`src/hdl/fpdp_consts.svh`:
```
// Offsets, field positions, reset values and codes of the flash program data path
// What this block does
// - Double-word program writes high:low to target
// - Low holding word is least significant word
// - Row program fetches from source address register
// - Operation select sits in control bits 3:0
// - Clear, set, invert aliases at +4, +8, +C
// - Data and source registers 32-bit, reset zero
`ifndef FPDP_CONSTS_SVH
`define FPDP_CONSTS_SVH

// Register byte offsets inside the block window
`define FPDP_ADDR_W 12
`define FPDP_OFF_CTRL 12'h380
`define FPDP_OFF_TARGET 12'h3A0
`define FPDP_OFF_DATA_LO 12'h3B0
`define FPDP_OFF_DATA_HI 12'h3C0
`define FPDP_OFF_SRCADDR 12'h3D0

// Alias selector in address bits 3:2
`define FPDP_ALIAS_NONE 2'h0
`define FPDP_ALIAS_CLR 2'h1
`define FPDP_ALIAS_SET 2'h2
`define FPDP_ALIAS_INV 2'h3

// Control register fields
`define FPDP_CTRL_OP_LSB 0
`define FPDP_CTRL_OP_MSB 3
`define FPDP_CTRL_LVDERR 12
`define FPDP_CTRL_WRERR 13
`define FPDP_CTRL_WREN 14
`define FPDP_CTRL_WR 15

// Operation select codes
`define FPDP_OP_DWORD 4'h2
`define FPDP_OP_ROW 4'h3

// Reset values
`define FPDP_RST_WORD 32'h00000000
`define FPDP_RST_OP 4'h0

`endif

```
`src/hdl/fpdp_pkg.sv`:
```
// Types shared by the flash program data path
package fpdp_pkg;

    // Whole register state of the top module
    typedef struct packed {
        logic [3:0] opSel;        // Operation select
        logic wrEnable;           // Write enable
        logic wrStart;            // Write in progress
        logic wrError;            // Sticky write error
        logic lvError;            // Sticky low-voltage error
        logic [31:0] target;      // Flash target address
        logic [31:0] dataLo;      // Low holding word
        logic [31:0] dataHi;      // High holding word
        logic [31:0] srcAddr;     // Row source address
        logic [31:0] rdata;       // Captured read data
        logic slvErr;             // Captured error answer
        logic startPulse;         // One-cycle operation start
        logic rowPulse;           // One-cycle row fetch request
    } fpdp_state_t;

endpackage : fpdp_pkg

```
`src/hdl/fpdp_top.sv`:
```
// APB register front and data staging of the flash programming controller
//
// The implementer's own choices: register access over APB and the register offsets.
`timescale 1ns/1ps
`default_nettype none
`include "fpdp_consts.svh"

module fpdp_top
(
    input wire logic clk,
    input wire logic sys_rst,
    // APB slave
    input wire logic psel,
    input wire logic penable,
    input wire logic pwrite,
    input wire logic [11:0] paddr,
    input wire logic [31:0] pwdata,
    input wire logic [3:0] pstrb,
    output logic pready,
    output logic [31:0] prdata,
    output logic pslverr,
    // Flash controller side
    input wire logic flashDone,
    input wire logic flashError,
    input wire logic lowVoltError,
    output logic [3:0] flashOp,
    output logic flashStart,
    output logic [31:0] flashTargetAddr,
    output logic [63:0] flashProgramData,
    output logic [31:0] rowSourceAddr,
    output logic rowFetch
);

    // Register state and its next value
    fpdp_pkg::fpdp_state_t state_q;
    fpdp_pkg::fpdp_state_t state_d;

    // Address decode
    logic [11:0] regBase;        // Address with alias bits dropped
    logic [1:0] aliasKind;       // Which alias the access hits
    logic hitCtrl;
    logic hitTarget;
    logic hitLo;
    logic hitHi;
    logic hitSrc;
    logic mapped;
    logic setupPhase;            // First cycle of an APB transfer
    logic accessWrite;           // Write taking effect this edge
    logic [31:0] laneMask;       // Byte enables spread to bits
    logic [31:0] ctrlView;       // Control register as read
    logic [31:0] selOld;         // Old value of the addressed register
    logic [31:0] mergedVal;      // Value after alias merge
    logic wrRise;                // Write bit goes from clear to set

    assign regBase = {paddr[11:4], 4'h0};
    assign aliasKind = paddr[3:2];
    assign hitCtrl = (regBase == `FPDP_OFF_CTRL);
    assign hitTarget = (regBase == `FPDP_OFF_TARGET);
    assign hitLo = (regBase == `FPDP_OFF_DATA_LO);
    assign hitHi = (regBase == `FPDP_OFF_DATA_HI);
    assign hitSrc = (regBase == `FPDP_OFF_SRCADDR);
    assign mapped = hitCtrl | hitTarget | hitLo | hitHi | hitSrc;
    assign setupPhase = psel & ~penable;
    assign accessWrite = psel & penable & pwrite & mapped;

    // Byte lane mask, one generate step per lane
    genvar lane;
    generate
        for (lane = 0; lane < 4; lane = lane + 1)
        begin : g_lane
            assign laneMask[lane*8 +: 8] = {8{pstrb[lane]}};
        end
    endgenerate

    // Control register image; unused bits read zero
    always_comb
    begin
        ctrlView = 32'h00000000;
        ctrlView[`FPDP_CTRL_OP_MSB:`FPDP_CTRL_OP_LSB] = state_q.opSel;
        ctrlView[`FPDP_CTRL_WREN] = state_q.wrEnable;
        ctrlView[`FPDP_CTRL_WR] = state_q.wrStart;
        ctrlView[`FPDP_CTRL_WRERR] = state_q.wrError;
        ctrlView[`FPDP_CTRL_LVDERR] = state_q.lvError;
    end

    // Old value of whichever register is addressed
    always_comb
    begin
        if (hitCtrl)
        begin
            selOld = ctrlView;
        end
        else if (hitTarget)
        begin
            selOld = state_q.target;
        end
        else if (hitLo)
        begin
            selOld = state_q.dataLo;
        end
        else if (hitHi)
        begin
            selOld = state_q.dataHi;
        end
        else if (hitSrc)
        begin
            selOld = state_q.srcAddr;
        end
        else
        begin
            selOld = 32'h00000000;
        end
    end

    // Shared merge unit; only one register is written per transfer
    fpdp_alias_merge u_merge
    (
        .oldVal(selOld),
        .wrData(pwdata),
        .laneMask(laneMask),
        .aliasKind(aliasKind),
        .newVal(mergedVal)
    );

    // Next state of every register
    always_comb
    begin
        state_d = state_q;
        state_d.startPulse = 1'b0;
        state_d.rowPulse = 1'b0;
        wrRise = 1'b0;

        // Read data and error are captured in the setup cycle
        if (setupPhase)
        begin
            state_d.rdata = pwrite ? 32'h00000000 : selOld;
            state_d.slvErr = ~mapped;
        end

        // Hardware ends the operation; a software set below wins
        if (flashDone)
        begin
            state_d.wrStart = 1'b0;
        end

        // Software writes, whole register or through an alias
        if (accessWrite)
        begin
            if (hitCtrl)
            begin
                state_d.opSel = mergedVal[`FPDP_CTRL_OP_MSB:`FPDP_CTRL_OP_LSB];
                state_d.wrEnable = mergedVal[`FPDP_CTRL_WREN];
                state_d.wrError = mergedVal[`FPDP_CTRL_WRERR];
                state_d.lvError = mergedVal[`FPDP_CTRL_LVDERR];
                // Start needs write enable, so stray writes cannot program
                if (mergedVal[`FPDP_CTRL_WR] && mergedVal[`FPDP_CTRL_WREN])
                begin
                    state_d.wrStart = 1'b1;
                    wrRise = ~state_q.wrStart;
                end
                else if (!mergedVal[`FPDP_CTRL_WR])
                begin
                    state_d.wrStart = 1'b0;
                end
            end
            if (hitTarget)
            begin
                state_d.target = mergedVal;
            end
            if (hitLo)
            begin
                state_d.dataLo = mergedVal;
            end
            if (hitHi)
            begin
                state_d.dataHi = mergedVal;
            end
            if (hitSrc)
            begin
                state_d.srcAddr = mergedVal;
            end
        end

        // Error flags: a hardware event wins over a software clear
        if (flashError)
        begin
            state_d.wrError = 1'b1;
        end
        if (lowVoltError)
        begin
            state_d.lvError = 1'b1;
        end

        // Launch the selected operation on the rising write bit
        if (wrRise)
        begin
            state_d.startPulse = 1'b1;
            // Row program takes its data from system memory
            if (state_d.opSel == `FPDP_OP_ROW)
            begin
                state_d.rowPulse = 1'b1;
            end
        end
    end

    // State register
    always_ff @(posedge clk or posedge sys_rst)
    begin
        if (sys_rst)
        begin
            state_q.opSel <= `FPDP_RST_OP;
            state_q.wrEnable <= 1'b0;
            state_q.wrStart <= 1'b0;
            state_q.wrError <= 1'b0;
            state_q.lvError <= 1'b0;
            state_q.target <= `FPDP_RST_WORD;
            state_q.dataLo <= `FPDP_RST_WORD;
            state_q.dataHi <= `FPDP_RST_WORD;
            state_q.srcAddr <= `FPDP_RST_WORD;
            state_q.rdata <= `FPDP_RST_WORD;
            state_q.slvErr <= 1'b0;
            state_q.startPulse <= 1'b0;
            state_q.rowPulse <= 1'b0;
        end
        else
        begin
            state_q <= state_d;
        end
    end

    // APB answers in the first access cycle, never waits
    assign pready = 1'b1;
    assign prdata = state_q.rdata;
    assign pslverr = psel & penable & state_q.slvErr;

    // Controller link; holding words pass straight through and change as soon as software rewrites them
    assign flashOp = state_q.opSel;
    assign flashStart = state_q.startPulse;
    assign flashTargetAddr = state_q.target;
    assign flashProgramData = {state_q.dataHi, state_q.dataLo};
    assign rowSourceAddr = state_q.srcAddr;
    assign rowFetch = state_q.rowPulse;

endmodule : fpdp_top

`default_nettype wire

```
`src/hdl/fpdp_alias_merge.sv`:
```
// Clear/set/invert alias merge for one 32-bit register
`timescale 1ns/1ps
`default_nettype none
`include "fpdp_consts.svh"

module fpdp_alias_merge
(
    input wire logic [31:0] oldVal,
    input wire logic [31:0] wrData,
    input wire logic [31:0] laneMask,
    input wire logic [1:0] aliasKind,
    output logic [31:0] newVal
);

    // Ones written through an alias act only on enabled byte lanes
    logic [31:0] ones;

    // Merge the written value with the old one
    always_comb
    begin
        ones = wrData & laneMask;
        case (aliasKind)
            `FPDP_ALIAS_CLR: newVal = oldVal & ~ones;
            `FPDP_ALIAS_SET: newVal = oldVal | ones;
            `FPDP_ALIAS_INV: newVal = oldVal ^ ones;
            default: newVal = (oldVal & ~laneMask) | ones;
        endcase
    end

endmodule : fpdp_alias_merge

`default_nettype wire

```
`config.mk`:
```
export PLATFORM = sky130hd
export DESIGN_NAME = fpdp_top
export DESIGN_NICKNAME = d
export VERILOG_FILES = /design/src/hdl/fpdp_pkg.sv /design/src/hdl/fpdp_top.sv /design/src/hdl/fpdp_alias_merge.sv
export VERILOG_INCLUDE_DIRS = /design/src /design/src/hdl
export SDC_FILE = /design/constraint.sdc
export NUM_CORES = 1
export LEC_CHECK = 0
export BUFFER_PORTS_ARGS = -buffer_cell sky130_fd_sc_hd__clkbuf_2
export CORE_AREA = 2 2 142 144
export DETAILED_ROUTE_END_ITERATION = 10
export DIE_AREA = 0 0 144 146
export MAX_ROUTING_LAYER = met4
export PLACE_DENSITY_LB_ADDON = 0.12
export SLEW_MARGIN = 25
export SYNTH_ARGS = -nofsm -noshare
export SYNTH_HDL_FRONTEND = slang
export SYNTH_SLANG_ARGS = --single-unit
```
`constraint.sdc`:
```
create_clock -name clk -period 5.7 [get_ports clk]
set_input_delay 0.57 -clock clk [delete_from_list [all_inputs] [get_ports clk]]
set_output_delay 0.57 -clock clk [all_outputs]
set_load 0.01 [all_outputs]
```
==> Yosys cells after proc, flatten, opt, wreduce, memory -nomap -nowiden <==
Cells that the tools add are included.
{ "totals": {"register_bits": 171, "elab_cells": 77, "output_inout_bits": 168} }
{ "classes": {"n_reduce_logical": 12, "eq_ne": 9, "bitwise_logic": 20, "muxes": 23} }
{ "op_table": {"columns": ["op", "count"], "rows": [
  ["32-bit 2-to-1 mux", 10],
  ["136-bit 2-to-1 mux", 1],
  ["32-bit AND", 3],
  ["32-bit case mux with 3 select lines", 1],
  ["32-bit inverter", 2],
  ["32-bit bitwise OR", 2],
  ["8-bit by 6-bit == test with 1-bit output (second input constant)", 5],
  ["32-bit XOR", 1],
  ["2-bit AND reduction", 7],
  ["1-bit 2-to-1 mux", 9],
  ["8-bit 2-to-1 mux", 1],
  ["2-bit nonzero test", 4],
  ["1-bit AND", 5],
  ["2-bit == test (second input constant)", 2],
  ["4-bit by 2-bit == test with 1-bit output (second input constant)", 1],
  ["1-bit bitwise OR", 4],
  ["1-bit inverter", 3],
  ["2-bit by 1-bit == test with 1-bit output (second input constant)", 1],
  ["2-bit 2-to-1 mux", 1],
  ["1-bit logical AND", 1]
]} }

==> Longest topological paths before layout <==
Gate-level depths: netlist of the first run.
{ "depth": {"ltp_word": 16, "ltp_mapped": 15} }

==> Hierarchy <==
From an unflattened synthesis of the first run, not the netlist that was laid out.
{ "unflattened": {"hier_cells": 1093, "area_unflattened_um2": 11189.5} }
{ "by_module_without_submodules": {"columns": ["mod", "cells_per_inst", "instances", "area_per_inst_um2"], "rows": [
  ["fpdp_top", 852, 1, 9669.3],
  ["fpdp_alias_merge", 241, 1, 1520.2]
]} }

==> Least setup slack after synthesis of the first run <==
No wires, ideal clock.
{ "synth_path": {"path_type": "in2reg", "from": "input port paddr[10]", "to": "register state_q (netlist bit rowSourceAddr[4])", "t_arrival_ns": 2.792, "cell_stages": 13, "path_buffers": 3, "slack_ns": 2.771, "path_cell_list": "buf_4 or4b_1 buf_2 buf_2 o21ai_1 o21ai_1 a22o_1 ha_1 nand2_1 o211ai_1 o21ai_0 a221oi_2 a21oi_1"} }
{ "synth_via": {"elab_chain_cells": 9, "word_cells_on_any_way": 22, "cone_classes": "eq/ne (5); mux (6); bitwise (10); reduce/logical (1)"} }
{ "synth_rtl": {"columns": ["item", "line", "rtl"], "rows": [
  ["from (decl)", "fpdp_top.sv:16", "input wire logic [11:0] paddr,"],
  ["8-bit by 6-bit == test with 1-bit output (no source line)", null, null],
  ["32-bit 2-to-1 mux", "fpdp_top.sv:105", "else if (hitSrc)"],
  ["32-bit 2-to-1 mux", "fpdp_top.sv:101", "else if (hitHi)"],
  ["32-bit 2-to-1 mux", "fpdp_top.sv:97", "else if (hitLo)"],
  ["32-bit 2-to-1 mux", "fpdp_top.sv:93", "else if (hitTarget)"],
  ["32-bit 2-to-1 mux", "fpdp_top.sv:89", "if (hitCtrl)"],
  ["32-bit AND", "fpdp_alias_merge.sv:26", "default: newVal = (oldVal & ~laneMask) | ones;"],
  ["32-bit bitwise OR", "fpdp_alias_merge.sv:26", null],
  ["32-bit case mux with 3 select lines", "fpdp_alias_merge.sv:22", "case (aliasKind)"],
  ["to (signal assigned)", "fpdp_top.sv:227", "state_q <= state_d;"],
  ["to (decl)", "fpdp_top.sv:35", "fpdp_pkg::fpdp_state_t state_q;"]
]} }
Several ways; a longest one is shown, not always the timed one.
A chain may end at the register's enable or synchronous reset.

==> results by group, run 1 <==
Yosys
  – Commonest cells post-synth: 171 x dfrtp_1, 167 x buf_4, 143 x nand2_1
  – Post-Syn Area: 10700 um^2
  – Dominant synthesized flop cell: dfrtp_1
  – Top-count cell post-synth: dfrtp_1
  – Post-synth top area cell: dfrtp_1
  – Sequential-to-total area share from yosys stat: 39.9%
  – Post-Synthesis Cells: 1253
  – Async SR Flop Fraction: 100%
  – Yosys reg bits: 171
  – Syn. warnings: 0
  – Post-synth top area share: 39.9%
  – Unique masters post-synth: 64
  – Post-synth EDFFs: 0
  – Syn Nets: 1341
  – Mean Syn Cell Area: 8.55 um^2
  – Area contributors post-synth: dfrtp_1 40%, buf_4 12%, a21oi_1 6.5%

Timing
  – Slew Limit Fails: 0
  – Highest clock rate: 0.263 GHz
  – Skew final: 0.00669 ns
  – Setup_tns: 0 ns
  – Hold_ws: 0.254 ns
  – Slew margin rel.: 27.4%
  – RSZ-0062 raised after global routing: false
  – Measured slew at the worst slew-check pin: 1.08 ns
  – Final setup viols: 0
  – Final hold vios: 0
  – Period utilization: 66.7%
  – Post-route minimum period: 3.80 ns

Floorplanning
  – Die X-Extent: 144 um
  – Site row count: 51
  – # IOs: 224
  – Chip height: 146 um
  – Die area: 21000 um^2
  – Initial Util: 55.4%
  – CORE AREA: 19300 um^2

Setup path
  – R2r startpoint: flashTargetAddr[15]
  – R2R Path End: rowFetch
  – CP Launch Type: primary input
  – Largest stage delay on the critical path: 0.84 ns
  – Crit. End Element: flip-flop
  – R2r worst-path depth: 10
  – WP data arrival: 4.13 ns
  – Worst Setup Path Type: in -> reg
  – Crit path max fanout: 39
  – R2R Setup Slk: 2.98 ns
  – Critical path's slowest cell: or4b_1
  – Worst path cell trace: clkbuf_2, or4b_1, nor3_4, nand2_1, a21oi_2, ha_1, nand2_1, o211ai_1, o221ai_1, nand3b_1, a2111oi_4
  – Worst Path Buf+Inv: 1
  – Worst path required time: 6.03 ns
  – CP most frequent cell: nand2_1
  – CP delay by family, top: simple AND/OR/NAND/NOR gates

Finish
  – Ant diodes: 0
  – Layout cell share with drive strength beyond 1: 26.2%
  – Final nets: 1349
  – Area Growth Syn to Fin: 4.96%
  – Final Non-Filler Cells: 1538

Clock network
  – Resize count post-CTS: 0
  – TritonCTS buffer count: 17
  – Post-CTS setup buffers: 0
  – CTS max path bufs: 2
  – CTS Hold Buffers Added: 0
  – CTS Sinks: 171
  – H-tree lvl count: 4
  – Root Buffer Master: clkbuf_16
  – Clock transition at path regs: 0.07 ns
  – CTS tree: done
  – Clk_lat worst skew: 0.43 ns

Global route
  – Initial antenna violation count: 0
  – Total GRT Usage: 30.1%
  – Grt ovf: 0
  – Largest net degree at the start of global routing: 79
  – Wire length of the first global-routing pass: 47100 um
  – Vias in the first global route: 8353

Power
  – Worst VDD drop: 211 uV
  – P_leak: 5.50 nW
  – Internal power: 0.00200 W
  – Reg power frac: 46.1%
  – Psw: 0.000721 W
  – Part of the power in the clock network: 43.3%
  – Pwr per Cell Area: 242 nW/um^2
  – Combinational power share: 10.6%
  – Switching part of the total: 26.5%

Detailed routing
  – Drt pass-1 iters: 5
  – Routed length per instance: 19.9 um
  – Post-route antenna net violation count: 0
  – DRC Markers: 0
  – Drt initial violations: 726
  – Via density: 5.88
  – Total number of vias: 9050
  – Final WL: 30600 um

Placement
  – Dpl hpwl: 20900 um
  – RePlAce Congestion: 0.828
  – Port-buffer cells: 220
  – Placed Cells: 1506

Worst hold path
  – Worst hold path class: in -> async

Job
  – MaxCap Viol Count: 0

Run status
  – Status: finished clean
registers in the layout, indices dropped and copies added, names as in the netlist:
signal / count
flashProgramData: 64
prdata: 32
rowFetch: 1
flashStart: 1
flashTargetAddr: 32
flashOp: 4
ctrlView: 4
state_q: 1
rowSourceAddr: 32
worst max path at each step:
stage,from,endpoint,slack (ns),depth (start not counted)
3_5_place_dp,paddr[5],rowFetch,1.56,11
2_1_floorplan,sys_rst,ctrlView[12],0.50,1
4_1_cts,paddr[5],rowFetch,1.95,11
5_1_grt,paddr[5],rowFetch,1.73,11
6_report,paddr[5],rowFetch,1.90,11
3_3_place_gp,paddr[5],rowFetch,1.58,11
per-layer routing:
metal / track usage, % / part of all wire, %
met1: 42.6 / 44
met2: 44.0 / 46
met3: 5.36 / 8.5
met4: 9.80 / 1.8
met5: - / 0
logic make-up after synthesis:
kind of cell	synth area share (%)
AO/OA/AOI/OAI	21.9
adder cells (fa/ha/maj)	3.74
buffers and inverters	16.5
flip-flops	39.9
multiplexers	1.40
other	0.0350
AND/OR/NAND/NOR	16.4
cell usage in the layout, fill, tap and decap left out, types with 4 or more instances in the layout:
cell / netlist / layout
a21oi_1: 139 / 139
a221o_1: 16 / 16
a221oi_2: 5 / 5
a22o_1: 14 / 14
a22oi_1: 5 / 5
a31oi_1: 4 / 4
and3_1: 8 / 8
buf_4: 167 / 17
clkbuf_16: 0 / 17
clkbuf_2: 0 / 220
dfrtp_1: 171 / 171
ha_1: 32 / 32
inv_1: 13 / 12
inv_2: 18 / 18
mux2_2: 6 / 6
mux2i_1: 6 / 6
nand2_1: 143 / 143
nand2b_1: 8 / 7
nand3_1: 28 / 27
nand3b_1: 17 / 17
nor2_1: 133 / 132
nor3_1: 5 / 5
nor3_4: 5 / 5
o211ai_1: 31 / 31
o21ai_0: 51 / 51
o21ai_1: 72 / 72
o221a_2: 4 / 4
o22ai_1: 17 / 17
o32a_1: 5 / 5
power groups by stage:
stage	clock [W]	sequential, W	combinational [W]
floorplan	0	0.00127	0.000220
global placement	0	0.00128	0.000283
detailed placement	0	0.00128	0.000288
CTS	0.00118	0.00125	0.000289
global route	0.00124	0.00126	0.000319
finish	0.00118	0.00125	0.000289
layout make-up:
cell class                      count  area [um^2]
Timing Repair Buffer              238         1240
Tap cell                          265          332
Clock buffer                       21          470
Fill cell                        1806         8090
Inverter                           31          121
Multi-Input combinational cell    802         4690
Sequential cell                   171         4280
Clock inverter                     10          116
stage by stage:
stage	instance area (um^2)	util [%]	power, W	setup slack [ns]
3_5_place_dp	10700	55.1	0.00157	1.56
3_3_place_gp	10700	55.1	0.00156	1.58
5_1_grt	11200	58.2	0.00282	1.73
4_1_cts	11200	58.1	0.00273	1.95
6_report	11200	58.2	0.00272	1.90
2_1_floorplan	10700	-	0.00149	0.498
No activity file was read; power rests on OpenSTA's default activity.
==> run 2, diff against run 1 <==
- CORE_AREA: 2 2 142 144 -> 2 2 148 150
- DIE_AREA: 0 0 144 146 -> 0 0 150 152
- clock period: 5.7 -> 3.4 ns (I/O delays scaled with it)
==> run 2 against run 1 <==
Final cell count increased by 2.7%; clock skew grew 0.012 ns; combinational power up 77%.
==> results by group, run 2 (synthesized netlist as in run 1, its figures left out) <==
Global route
  – Initial antenna violation count: 0 (unchanged)
  – Vias in the first global route: 8550 (+2.4%)
  – Met3 Usage GRT: 5.44% (+0.072 points)
  – Grt peak-use layer: met2
  – Largest net degree at the start of global routing: 64 (-19%)
  – Wire length of the first global-routing pass: 49800 um (+5.8%)
  – Met2 Use GR: 42.2% (-1.8 points)
  – GRT met1 Usage: 41.7% (-0.88 points)
  – Total GRT Usage: 29.3% (-0.85 points)
  – Grt ovf: 0 (unchanged)

Setup path
  – R2R Path End: rowSourceAddr[3]
  – R2r startpoint: flashTargetAddr[3]
  – Crit path max fanout: 38 (-2.6%)
  – Worst path required time: 3.72 ns (-2.31 ns)
  – Worst path cell trace: clkbuf_2, buf_4, nor2b_2, a221oi_2, nor4_2, ha_1, nand2_1, o211ai_1, o21ai_0, a21oi_2, or3_4, a2111oi_4
  – Worst Path Buf+Inv: 2 (+1)
  – Critical path's slowest cell: buf_4
  – WP data arrival: 2.99 ns (-1.14 ns)
  – R2R Setup Slk: 0.88 ns (-2.10 ns)
  – CP delay by family, top: simple AND/OR/NAND/NOR gates
  – Worst Setup Path Type: in -> reg
  – Largest stage delay on the critical path: 0.41 ns (-0.43 ns)
  – Crit. End Element: flip-flop
  – R2r worst-path depth: 8 (-2)
  – Start point of the critical path: paddr[5]
  – CP Launch Type: primary input

Timing
  – Slew Limit Fails: 0 (unchanged)
  – Period utilization: 78.5%
  – Slew margin rel.: 40.5% (+13 points)
  – Final hold vios: 0 (unchanged)
  – Measured slew at the worst slew-check pin: 0.891 ns (-0.190 ns)
  – RSZ-0062 raised after global routing: false
  – Post-route minimum period: 2.67 ns
  – Highest clock rate: 0.375 GHz
  – Setup_tns: 0 ns (unchanged)
  – Skew final: 0.0186 ns (+0.0119 ns)
  – Final setup viols: 0 (unchanged)

Clock network
  – Root Buffer Master: clkbuf_16
  – CTS max path bufs: 2 (unchanged)
  – CTS Hold Buffers Added: 0 (unchanged)
  – H-tree lvl count: 4 (unchanged)
  – TritonCTS buffer count: 17 (unchanged)
  – Clk_lat worst skew: 0.43 ns (about the same)
  – Clock transition at path regs: 0.07 ns (about the same)
  – Post-CTS setup buffers: 0 (unchanged)
  – Resize count post-CTS: 0 (unchanged)
  – CTS tree: done
  – CTS Sinks: 171 (unchanged)

Floorplanning
  – Chip height: 152 um (+4.1%)
  – Site row count: 54 (+5.9%)
  – CORE AREA: 21400 um^2 (+10%)
  – # IOs: 224 (unchanged)
  – Initial Util: 50.2% (-5.2 points)
  – Die area: 22800 um^2 (+8.4%)
  – Die X-Extent: 150 um (+4.2%)

Finish
  – Largest register FFs: 64 (unchanged)
  – Most frequent cells in the layout: 220 x clkbuf_2, 171 x dfrtp_1, 143 x nand2_1, 139 x a21oi_1, 132 x nor2_1
  – Layout cell share with drive strength beyond 1: 27.4% (+1.2 points)
  – Final nets: 1375 (+1.9%)
  – Area Growth Syn to Fin: 7.12%
  – Most common cell after layout, fill and taps aside: clkbuf_2
  – Fillcell total: 2098 (+16%)
  – Ant diodes: 0 (unchanged)

Power
  – Final Total Pwr: 0.00449 W (+65%)
  – Pwr per Cell Area: 391 nW/um^2 (+62%)
  – Worst VDD drop: 322 uV (+52%)
  – P_leak: 5.62 nW (+2.1%)

Detailed routing
  – Drt pass-1 iters: 6 (+1)
  – Post-route antenna net violation count: 0 (unchanged)
  – Total number of vias: 9028 (-0.24%)
  – Drt initial violations: 641 (-12%)
  – Final WL: 31900 um (+4.3%)
  – Via density: 5.71 (-2.9%)
  – Routed length per instance: 20.2 um (+1.6%)
  – DRC Markers: 0 (unchanged)

Placement
  – Port-buffer cells: 220 (unchanged)
  – RePlAce Congestion: 0.839 (+1.3%)
  – Dpl hpwl: 22400 um (+7.2%)

Worst hold path
  – Worst hold path class: in -> async

Run status
  – Status: finished clean

Job
  – MaxCap Viol Count: 0 (unchanged)
run 2: cell count changes in the layout (fill, tap and decap cells not counted), sizes merged:
cell / previous run / this run
clkinv: 5 / 7
buf: 18 / 44
clkbuf: 241 / 242
bufinv: 2 / 1
clkinvlp: 2 / 3
inv: 32 / 30
run 2: layer usage:
layer | vias to the layer above | wire [um]
met5 | - | 0
met4 | 0 | 775
met3 | 45 | 2410
met2 | 377 | 14200
met1 | 4313 | 14500
li1 | 4293 | -
run 2: metrics by stage:
step                util [%]  hold WS (ns)  instances  cell area (um^2)  setup WS [ns]
floorplan                  -         0.443       1253             10700          0.701
global placement        51.2         0.460       1548             10900          0.370
detailed placement      51.2         0.464       1548             10900          0.314
CTS                     53.8        0.0993       1580             11500          0.749
global route            53.8         0.132       1580             11500          0.473
finish                  53.8        0.0887       1580             11500          0.731
run 2: area by class of cell:
cell class	instances	area (um^2)	area share, %
clock inverter	10	95.1	0.828
clock buffer	22	454	3.96
tap	280	350	3.05
timing repair buffer	264	1490	13.0
multi-input combinational	802	4690	40.8
sequential	171	4280	37.3
inverter	31	120	1.05
run 2: where the power goes:
group | switching, W | leakage (nW) | total, W | internal, W
combinational | 0.000347 | 3.00 | 0.000511 | 0.000164
clock | 0.000843 | 0.264 | 0.00187 | 0.00103
sequential | 0.0000352 | 2.36 | 0.00210 | 0.00207
total | 0.00123 | 5.62 | 0.00449 | 0.00326
run 2: how the worst max path moves through the flow:
stage | endpoint | cells after the start
finish | rowFetch | 12
global route | flashProgramData[28] | 14
global placement | flashProgramData[7] | 12
floorplan | rowSourceAddr[4] | 13
detailed placement | flashProgramData[12] | 12
CTS | rowFetch | 12
